--- config.mk ---
export PLATFORM = sky130hd
export DESIGN_NAME = cam_monitor
export DESIGN_NICKNAME = d
export VERILOG_FILES = /design/src/logic/cam_pkg.sv /design/src/logic/cam_div.sv /design/src/logic/cam_monitor.sv
export SDC_FILE = /design/constraint.sdc
export NUM_CORES = 1
export LEC_CHECK = 0
export CAP_MARGIN = 5
export CELL_PAD_IN_SITES_DETAIL_PLACEMENT = 0
export CELL_PAD_IN_SITES_GLOBAL_PLACEMENT = 2
export CORE_MARGIN = 8
export CORE_UTILIZATION = 42
export DETAILED_ROUTE_END_ITERATION = 8
export DONT_BUFFER_PORTS = 1
export PLACE_DENSITY_LB_ADDON = 0.1
export REMOVE_ABC_BUFFERS = 1
export SYNTH_ARGS = -nofsm -noshare
export SYNTH_HDL_FRONTEND = slang
export SYNTH_SLANG_ARGS = --single-unit
--- constraint.sdc ---
create_clock -name ref_clk -period 4.3 [get_ports ref_clk]
set_input_delay 1.29 -clock ref_clk [delete_from_list [all_inputs] [get_ports ref_clk]]
set_output_delay 1.29 -clock ref_clk [all_outputs]
set_load 0.05 [all_outputs]
--- src/logic/cam_pkg.sv ---
// Package for the clock accuracy monitor: selector encodings, field layouts and reset values.
// Assumes a single ref_clk domain; measured and reference clocks arrive as asynchronous levels.
package cam_pkg;
  localparam int CNT_W = 16;
  localparam logic [15:0] CNT_MAX = 16'hFFFF;
  localparam logic [15:0] CNT_RESET = 16'h0000;
  // Measurement prescaler selector: 0 -> /1, 1 -> /4, 2 -> /8, 3 -> /32.
  localparam logic [1:0] MDIV_1 = 2'h0;
  localparam logic [1:0] MDIV_4 = 2'h1;
  localparam logic [1:0] MDIV_8 = 2'h2;
  localparam logic [1:0] MDIV_32 = 2'h3;
  // Reference divider selector: 0 -> /32, 1 -> /128, 2 -> /1024, 3 -> /8192.
  localparam logic [1:0] RDIV_32 = 2'h0;
  localparam logic [1:0] RDIV_128 = 2'h1;
  localparam logic [1:0] RDIV_1024 = 2'h2;
  localparam logic [1:0] RDIV_8192 = 2'h3;
  // Edge selector.
  localparam logic [1:0] EDGE_RISE = 2'h0;
  localparam logic [1:0] EDGE_FALL = 2'h1;
  localparam logic [1:0] EDGE_BOTH = 2'h2;
  // Filter selector: 0 off, 1 every cycle, 2 every 4th, 3 every 16th sample.
  localparam logic [1:0] FILT_OFF = 2'h0;
  localparam int FILT_LEN = 3;

  typedef struct packed {
    logic        repeat_mode;
    logic        ext_ref;
    logic [1:0]  mdiv;
    logic [1:0]  rdiv;
    logic [1:0]  edge_sel;
    logic [1:0]  filt;
    logic        ferr_ie;
    logic        ovf_ie;
    logic        mend_ie;
    logic [15:0] upper;
    logic [15:0] lower;
  } cam_cfg_t;

  typedef struct packed {
    logic ovf;
    logic ferr;
    logic mend;
  } cam_flags_t;
endpackage : cam_pkg

--- src/logic/cam_div.sv ---
// Programmable divider producing a one-cycle enable on every Nth rising edge of a synchronised clock.
// Assumes clk_in is already synchronised to ref_clk; the ratio may change only while idle.
module cam_div
  import cam_pkg::*;
(
  input  wire logic        ref_clk,  // System clock.
  input  wire logic        rst,      // Asynchronous reset, active high.
  input  wire logic        clk_in,   // Synchronised clock level.
  input  wire logic [12:0] ratio_m1, // Division ratio minus one.
  output logic             tick,     // Pulse on each divided period.
  output logic             level     // Divided square-ish level.
);
  logic        prev;
  logic [12:0] cnt;

  // Count input rising edges; ratio one gives a tick on every edge.
  always_ff @(posedge ref_clk or posedge rst)
  begin
    if (rst)
    begin
      prev  <= 1'b0;
      cnt   <= 13'h0000;
      tick  <= 1'b0;
      level <= 1'b0;
    end
    else
    begin
      prev <= clk_in;
      tick <= 1'b0;
      if (clk_in && !prev)
      begin
        if (cnt >= ratio_m1)
        begin
          cnt   <= 13'h0000;
          tick  <= 1'b1;
          level <= ~level;
        end
        else
          cnt <= cnt + 13'h0001;
      end
    end
  end
endmodule : cam_div

--- src/logic/cam_monitor.sv ---
// Clock accuracy monitor: counts divided measurement-clock periods between two valid reference edges.
// Assumes both clocks are far slower than ref_clk; configuration is stable while measuring.
module cam_monitor
  import cam_pkg::*;
(
  input  wire logic       ref_clk,   // System clock, 100 MHz.
  input  wire logic       rst,       // Asynchronous reset, active high.
  input  wire logic       meas_clk,  // Selected clock under measurement, asynchronous.
  input  wire logic       int_ref,   // Selected internal reference clock, asynchronous.
  input  wire logic       ext_ref,   // External reference pin, asynchronous.
  input  wire cam_cfg_t   cfg,       // Configuration bits.
  input  wire logic       start,     // Pulse: begin measuring.
  input  wire logic       stop,      // Pulse: halt measuring.
  input  wire cam_flags_t clr,       // Pulses: clear the matching flags.
  output cam_flags_t      flags,     // Sticky event flags.
  output logic [15:0]     count,     // Present counter value.
  output logic            measuring, // High while a measurement is active.
  output logic            irq_ferr,  // Frequency error interrupt.
  output logic            irq_ovf,   // Overflow interrupt.
  output logic            irq_mend   // Measurement end interrupt.
);
  typedef enum logic [1:0] {CAM_IDLE, CAM_WAIT, CAM_COUNT} cam_state_t;

  cam_state_t  state;
  logic [1:0]  ms_sync, ir_sync, er_sync; // Two-stage synchronisers; bit 1 is the safe tap.
  logic        ms_s, ir_s, er_s;
  logic        m_tick, r_tick, r_level;
  logic [12:0] m_ratio, r_ratio;
  logic [3:0]  samp_cnt;
  logic [FILT_LEN-2:0] filt_sh; // Earlier samples; the newest one is er_s itself.
  logic        ref_f, ref_prev, ref_edge;
  logic        done;
  logic        in_range;

  // Synchronise the three asynchronous clock levels before anything looks at them.
  always_ff @(posedge ref_clk or posedge rst)
  begin
    if (rst)
    begin
      ms_sync <= 2'h0;
      ir_sync <= 2'h0;
      er_sync <= 2'h0;
    end
    else
    begin
      ms_sync <= {ms_sync[0], meas_clk};
      ir_sync <= {ir_sync[0], int_ref};
      er_sync <= {er_sync[0], ext_ref};
    end
  end
  assign ms_s = ms_sync[1];
  assign ir_s = ir_sync[1];
  assign er_s = er_sync[1];

  // Prescaler ratios decoded from the selectors.
  always_comb
  begin
    case (cfg.mdiv)
      MDIV_1:  m_ratio = 13'h0000;
      MDIV_4:  m_ratio = 13'h0003;
      MDIV_8:  m_ratio = 13'h0007;
      default: m_ratio = 13'h001F;
    endcase
    case (cfg.rdiv)
      RDIV_32:   r_ratio = 13'h001F;
      RDIV_128:  r_ratio = 13'h007F;
      RDIV_1024: r_ratio = 13'h03FF;
      default:   r_ratio = 13'h1FFF;
    endcase
  end

  cam_div u_mdiv (
    .ref_clk  (ref_clk),
    .rst      (rst),
    .clk_in   (ms_s),
    .ratio_m1 (m_ratio),
    .tick     (m_tick),
    .level    ()
  );

  // The internal reference divider output toggles, so halve the ratio to keep a full period per N.
  cam_div u_rdiv (
    .ref_clk  (ref_clk),
    .rst      (rst),
    .clk_in   (ir_s),
    .ratio_m1 ({1'b0, r_ratio[12:1]}),
    .tick     (r_tick),
    .level    (r_level)
  );

  // Digital filter on the external reference: accept a level only after FILT_LEN equal samples.
  // Sampling is paced by the measured clock, so a slow measured clock also slows the filter.
  always_ff @(posedge ref_clk or posedge rst)
  begin
    if (rst)
    begin
      samp_cnt <= 4'h0;
      filt_sh  <= '0;
      ref_f    <= 1'b0;
    end
    else if (cfg.filt == FILT_OFF)
    begin
      ref_f <= cfg.ext_ref ? er_s : r_level;
    end
    else if (!cfg.ext_ref)
    begin
      ref_f <= r_level;
    end
    else if (m_tick)
    begin
      samp_cnt <= samp_cnt + 4'h1;
      if ((cfg.filt == 2'h1) || (cfg.filt == 2'h2 && samp_cnt[1:0] == 2'h3) || (samp_cnt == 4'hF))
      begin
        filt_sh <= {filt_sh[FILT_LEN-3:0], er_s};
        if (&{filt_sh, er_s})
          ref_f <= 1'b1;
        else if (~|{filt_sh, er_s})
          ref_f <= 1'b0;
      end
    end
  end

  // Valid-edge detection on the conditioned reference.
  always_ff @(posedge ref_clk or posedge rst)
  begin
    if (rst)
      ref_prev <= 1'b0;
    else
      ref_prev <= ref_f;
  end
  always_comb
  begin
    case (cfg.edge_sel)
      EDGE_RISE: ref_edge = ref_f && !ref_prev;
      EDGE_FALL: ref_edge = !ref_f && ref_prev;
      default:   ref_edge = ref_f != ref_prev;
    endcase
  end

  assign done     = (state == CAM_COUNT) && ref_edge;
  assign in_range = (count <= cfg.upper) && (count >= cfg.lower);

  // Measurement sequencer.
  always_ff @(posedge ref_clk or posedge rst)
  begin
    if (rst)
      state <= CAM_IDLE;
    else if (stop)
      state <= CAM_IDLE;
    else
    begin
      case (state)
        CAM_IDLE:
          if (start)
            state <= CAM_WAIT;
        CAM_WAIT:
          if (ref_edge)
            state <= CAM_COUNT;
        CAM_COUNT:
          if (ref_edge)
            state <= cfg.repeat_mode ? CAM_COUNT : CAM_IDLE;
        default:
          state <= CAM_IDLE;
      endcase
    end
  end
  assign measuring = (state != CAM_IDLE);

  // Counter: cleared when a window opens; the closing edge reopens it in repeat mode.
  // Counting the same cycle as the edge would bias by one, so the edge cycle loads zero.
  always_ff @(posedge ref_clk or posedge rst)
  begin
    if (rst)
      count <= CNT_RESET;
    else if ((state == CAM_WAIT && ref_edge) || (done && cfg.repeat_mode))
      count <= CNT_RESET;
    else if (state == CAM_COUNT && m_tick)
      count <= count + 16'h0001;
  end

  // Sticky flags; a hardware set wins over a clear in the same cycle.
  always_ff @(posedge ref_clk or posedge rst)
  begin
    if (rst)
      flags <= '0;
    else
    begin
      if (state == CAM_COUNT && m_tick && count == CNT_MAX && !done)
        flags.ovf <= 1'b1;
      else if (clr.ovf)
        flags.ovf <= 1'b0;
      if (done && !in_range)
        flags.ferr <= 1'b1;
      else if (clr.ferr)
        flags.ferr <= 1'b0;
      if (done && in_range)
        flags.mend <= 1'b1;
      else if (clr.mend)
        flags.mend <= 1'b0;
    end
  end

  // Interrupt lines follow flags only when enabled; flags are kept regardless.
  always_ff @(posedge ref_clk or posedge rst)
  begin
    if (rst)
    begin
      irq_ferr <= 1'b0;
      irq_ovf  <= 1'b0;
      irq_mend <= 1'b0;
    end
    else
    begin
      irq_ferr <= flags.ferr && cfg.ferr_ie;
      irq_ovf  <= flags.ovf && cfg.ovf_ie;
      irq_mend <= flags.mend && cfg.mend_ie;
    end
  end

  chk_single_stop: assert property (@(posedge ref_clk) disable iff (rst)
    (done && !cfg.repeat_mode && !stop) |=> !measuring) else $error("single shot did not stop");
  chk_repeat_run: assert property (@(posedge ref_clk) disable iff (rst)
    (done && cfg.repeat_mode && !stop) |=> measuring && count == 16'h0000) else $error("repeat lost");
  chk_ferr_set: assert property (@(posedge ref_clk) disable iff (rst)
    (done && !in_range) |=> flags.ferr) else $error("ferr not set");
  chk_mend_set: assert property (@(posedge ref_clk) disable iff (rst)
    (done && in_range && !flags.ferr) |=> flags.mend && !flags.ferr) else $error("mend wrong");
  chk_ovf_set: assert property (@(posedge ref_clk) disable iff (rst)
    (state == CAM_COUNT && m_tick && count == 16'hFFFF && !done) |=> flags.ovf && count == 16'h0000)
    else $error("ovf not set");
  chk_flag_hold: assert property (@(posedge ref_clk) disable iff (rst)
    (flags.mend && !clr.mend) |=> flags.mend) else $error("mend dropped");
  chk_irq_gate: assert property (@(posedge ref_clk) disable iff (rst)
    ##1 irq_ferr == $past(flags.ferr && cfg.ferr_ie)) else $error("ferr irq gating");
  chk_clear_flag: assert property (@(posedge ref_clk) disable iff (rst)
    (clr.ferr && !done) |=> !flags.ferr) else $error("ferr not cleared");
  chk_range_edge: assert property (@(posedge ref_clk) disable iff (rst)
    (done && count == cfg.upper) |=> flags.mend) else $error("upper bound not inclusive");
  chk_idle_hold: assert property (@(posedge ref_clk) disable iff (rst)
    (state == CAM_IDLE && !start) |=> !measuring) else $error("self start");

  cov_single: cover property (@(posedge ref_clk) disable iff (rst) done && !cfg.repeat_mode);
  cov_repeat: cover property (@(posedge ref_clk) disable iff (rst) done && cfg.repeat_mode);
  cov_ferr: cover property (@(posedge ref_clk) disable iff (rst) done && !in_range);
  cov_ovf: cover property (@(posedge ref_clk) disable iff (rst) $rose(flags.ovf));
endmodule : cam_monitor

==> metrics list <==
- Counting I/O delays and the setup requirement, the final critical path takes 2.96 ns.
* Vias per inst: 5.13
- Setup slack of the most critical reg-to-reg path: 1.77 ns
- The finished cells cover 4560 sq um.
* Root buf cell: sky130_fd_sc_hd__clkbuf_8
- In this run, post-CTS hold repair placed 0 buffers.
* Maximum number of pins on one net before global-route repair: 29
- Summed over all nets, the half-perimeter wirelength after detailed placement is 6980 um.
- The first global-routing pass estimated 15300 um of wire.
- In this run the critical register-to-register path is captured at flags[0]$_DFFE_PP0P_.
* Die boundary width: 116 um
* WHS Endpoint: ir_sync[1]$_DFF_PP0_
- Mean routed wirelength per cell: 15.1 um
- The count of final hold-check violations is 0.
- The share of the Yosys chip area taken by registers is 0.409.
- Including well taps, the total number of placed cells is 577.
* Highest achievable clock rate: 338 MHz
- The tree built by TritonCTS fans out to 68 sinks.
* Slew of the pin with the lowest slew margin: 0.724 ns
- Max-cap violations in this run came to 0.
- Of the cells placed in the final design, the portion with a size suffix greater than 1 is 0.0652.
- Number of antenna repair diodes: 0
- GRT Overall Usage: 0.144
- TritonCTS built the clock tree.
* Buffer count from post-CTS setup fixing: 0
* Post-Layout Cell Count: 593
- Count of unique library cells instantiated by Yosys: 47
- Post-Route WL: 8980 um
* Placeable core region: 9680 sq um
- The flow ran to the end, and the final reports show no timing, DRC or antenna violations.
- The max-slew violation count is 0.
* GRT overflow: 0
- STA classifies the critical path startpoint as an input pin.
* Via count of the routed design: 3042
- 1st-pass router iterations: 4
- At the placement stage, the worst setup path has a slack of 1.02 ns.
- The Yosys step of the flow raised 0 warnings.
* Hold Path Class: reg -> reg
- After clock tree synthesis, the clock-pin slew on the worst setup and hold paths is 0.07 ns.
- Post-synthesis cell area: 4160 sq um
- Height of the die: 116 um
* Antenna violations before repair: 0
- Headroom to the max-slew limit came out at 0.517.
- Setup violations remaining at the end of the flow were counted as 0.
* Leak: 2.33 nW
- Vias in the first global route: 3094
* Initial standard-cell utilization of the core: 0.430
- DRT iter0 DRCs: 119
* Flop and latch count out of synthesis: 68
- For the worst flop-to-flop path, the logic depth is 7.
- In this run the most critical hold path is launched from ir_sync[0]$_DFF_PP0_.
- # IOs: 78
- Number of placement rows: 36
* Post-synth EDFFs: 0
- Highest ir drop seen on vdd: 243 uV
- Relative to the synthesized area, the layout overhead comes to 9.56%.
* Filler Cell Count: 949
* Ratio of final minimum period to clock period: 0.688
- Most used cell, CP: sky130_fd_sc_hd__nor2_1
- Die outline area: 13300 sq um
- Chain of cells forming the critical path: or2_2, ha_1, nand2b_1, a21o_1, a211o_1, a21oi_1, nor2_1, nor2_1
- Sum of internal, switching and leakage power: 1.82 mW
- Biggest fanout along the worst timing path: 10
- Clock skew after layout: 0.00667 ns
- On the worst path, the slowest cell contributes a delay of 0.33 ns.
- CTS built an H-tree with a depth of 3.
- Drc violations: 0
- Final critical-path setup slack: 1.34 ns
- Resize count post-CTS: 0
* Number of I/O port buffers: 0
- Avg Inst Size Synth: 9.37 sq um
- STA puts the critical path data arrival time at 3.22 ns.
- In this run the cell area measured after placement is 4330 sq um.
- The congestion estimate from routability-driven global placement came to 0.789.
- Count of cells along the worst hold path: 0
- In this run the power density over the cells is 398 nW/um^2.
- The most used flip-flop cell after synthesis is sky130_fd_sc_hd__dfrtp_1.
* Clock network latency to the later pin of the worst-skew pair: 0.34 ns
- The cell count after synthesis came out at 444.
- The critical path is of the in -> reg type.
* Proportion of register bits with asynchronous set or reset after synthesis: 1.00
- Sum of negative setup slack: 0 ns
* Worst reg2reg startpoint: count[0]$_DFFE_PP0P_
- On the critical path, the stage with the largest delay is an instance of sky130_fd_sc_hd__a21oi_1.
* Crit path capture type: register
- Residual antenna-violating net count after detailed routing: 0
- Setup repair after global routing left no endpoint under its margin.
- The number of clock buffers added by TritonCTS is 9.
- STA puts the critical path data required time at 4.56 ns.
- Maximum clock insertion buffer count: 2
- The net count of the finished layout is 561.
-- cell usage in the layout (no fill, tap or decap), types with 5 or more instances in the layout --
| master | instances |
|---|---|
| sky130_fd_sc_hd__dfrtp_1 | 68 |
| sky130_fd_sc_hd__ha_1 | 51 |
| sky130_fd_sc_hd__inv_1 | 47 |
| sky130_fd_sc_hd__nor2_1 | 46 |
| sky130_fd_sc_hd__nand2_1 | 33 |
| sky130_fd_sc_hd__a21oi_1 | 25 |
| sky130_fd_sc_hd__nand3_1 | 23 |
| sky130_fd_sc_hd__o21ai_0 | 17 |
| sky130_fd_sc_hd__xor2_1 | 17 |
| sky130_fd_sc_hd__nand4_1 | 13 |
| sky130_fd_sc_hd__xnor2_1 | 12 |
| sky130_fd_sc_hd__clkbuf_8 | 9 |
| sky130_fd_sc_hd__and3_1 | 8 |
| sky130_fd_sc_hd__a21o_1 | 8 |
| sky130_fd_sc_hd__or3_1 | 7 |
| sky130_fd_sc_hd__nor3_1 | 5 |
| sky130_fd_sc_hd__and2_1 | 5 |
-- how the worst max path moves through the flow --
stage | start | end | slack, ns | cells after the start
global placement | cfg[42] | u_mdiv.cnt[10]$_DFFE_PP0P_ | 1.05 | 8
global route | cfg[42] | u_mdiv.cnt[12]$_DFFE_PP0P_ | 1.19 | 8
floorplan | cfg[42] | u_mdiv.cnt[10]$_DFFE_PP0P_ | 1.26 | 8
finish | cfg[42] | u_mdiv.cnt[9]$_DFFE_PP0P_ | 1.34 | 8
CTS | cfg[42] | u_mdiv.cnt[9]$_DFFE_PP0P_ | 1.38 | 8
detailed placement | cfg[42] | u_mdiv.cnt[7]$_DFFE_PP0P_ | 1.02 | 8
-- registers in the layout (all words and copies together), names as in the netlist, 3 cells and up --
name	cells
samp_cnt	4
u_mdiv.cnt	13
u_rdiv.cnt	13
count	16
flags	3
-- synthesized netlist by cell type (all sizes together), types with 2 or more instances --
cell	count	area, sq um
a211o	2	17.5
a211oi	2	15.0
a21o	8	60.1
a21oi	25	125
a31oi	4	25.0
and2	5	31.3
and2b	2	17.5
and3	9	61.3
and4	2	17.5
buf	2	22.5
clkbuf	2	7.51
dfrtp	68	1700
ha	51	638
inv	48	180
mux2	4	45.0
nand2	33	124
nand2b	4	25.0
nand3	23	115
nand3b	2	15.0
nand4	14	103
nor2	46	173
nor2b	4	25.0
nor3	5	25.0
nor4	2	12.5
o211ai	4	30.0
o21a	3	22.5
o21ai	18	90.1
or2	2	12.5
or3	7	43.8
or4	2	15.0
xnor2	12	105
xor2	17	149
-- where the power goes --
group,internal [mW],total [mW],switching (mW)
Combinational,0.155,0.341,0.186
Clock,0.384,0.622,0.238
Sequential,0.724,0.852,0.128
-- critical path, delay by kind of cell --
| family | cells | cell delay [ns] |
|---|---|---|
| simple gates | 4 | 0.84 |
| compound gates | 3 | 0.80 |
| fa+ha+maj | 1 | 0.27 |
-- logic make-up after synthesis --
logic type	Yosys count	synth area share
adder cells (fa/ha/maj)	51	0.153
AND/OR/NAND/NOR	163	0.198
multiplexers	5	0.0132
flip-flops	68	0.409
AO/OA/AOI/OAI	76	0.115
buffers and inverters	52	0.0505
XOR/XNOR	29	0.0610
-- area by class of cell --
type,instances,area [sq um],area share
multi-input cells,324,2250,0.493
clock inverters,5,100,0.0220
flip-flops and latches,68,1700,0.373
clock buffers,11,131,0.0288
repair buffers,4,30.0,0.00659
inverters,48,180,0.0395
well taps,133,166,0.0365
-- metal layers --
| layer | part of all wire | global-route usage |
|---|---|---|
| met2 | 0.44 | 0.222 |
| met3 | 0.072 | 0.0563 |
| met5 | 0 | 0 |
| met1 | 0.48 | 0.188 |
| met4 | 0.0071 | 0.0289 |
-- stage by stage --
stage,utilization,hold WS (ns)
2_1_floorplan,-,0.331
3_3_place_gp,0.447,0.334
3_5_place_dp,0.447,0.336
4_1_cts,0.471,0.351
5_1_grt,0.471,0.361
6_report,0.471,0.351
Power figures use the tool's default switching activity.
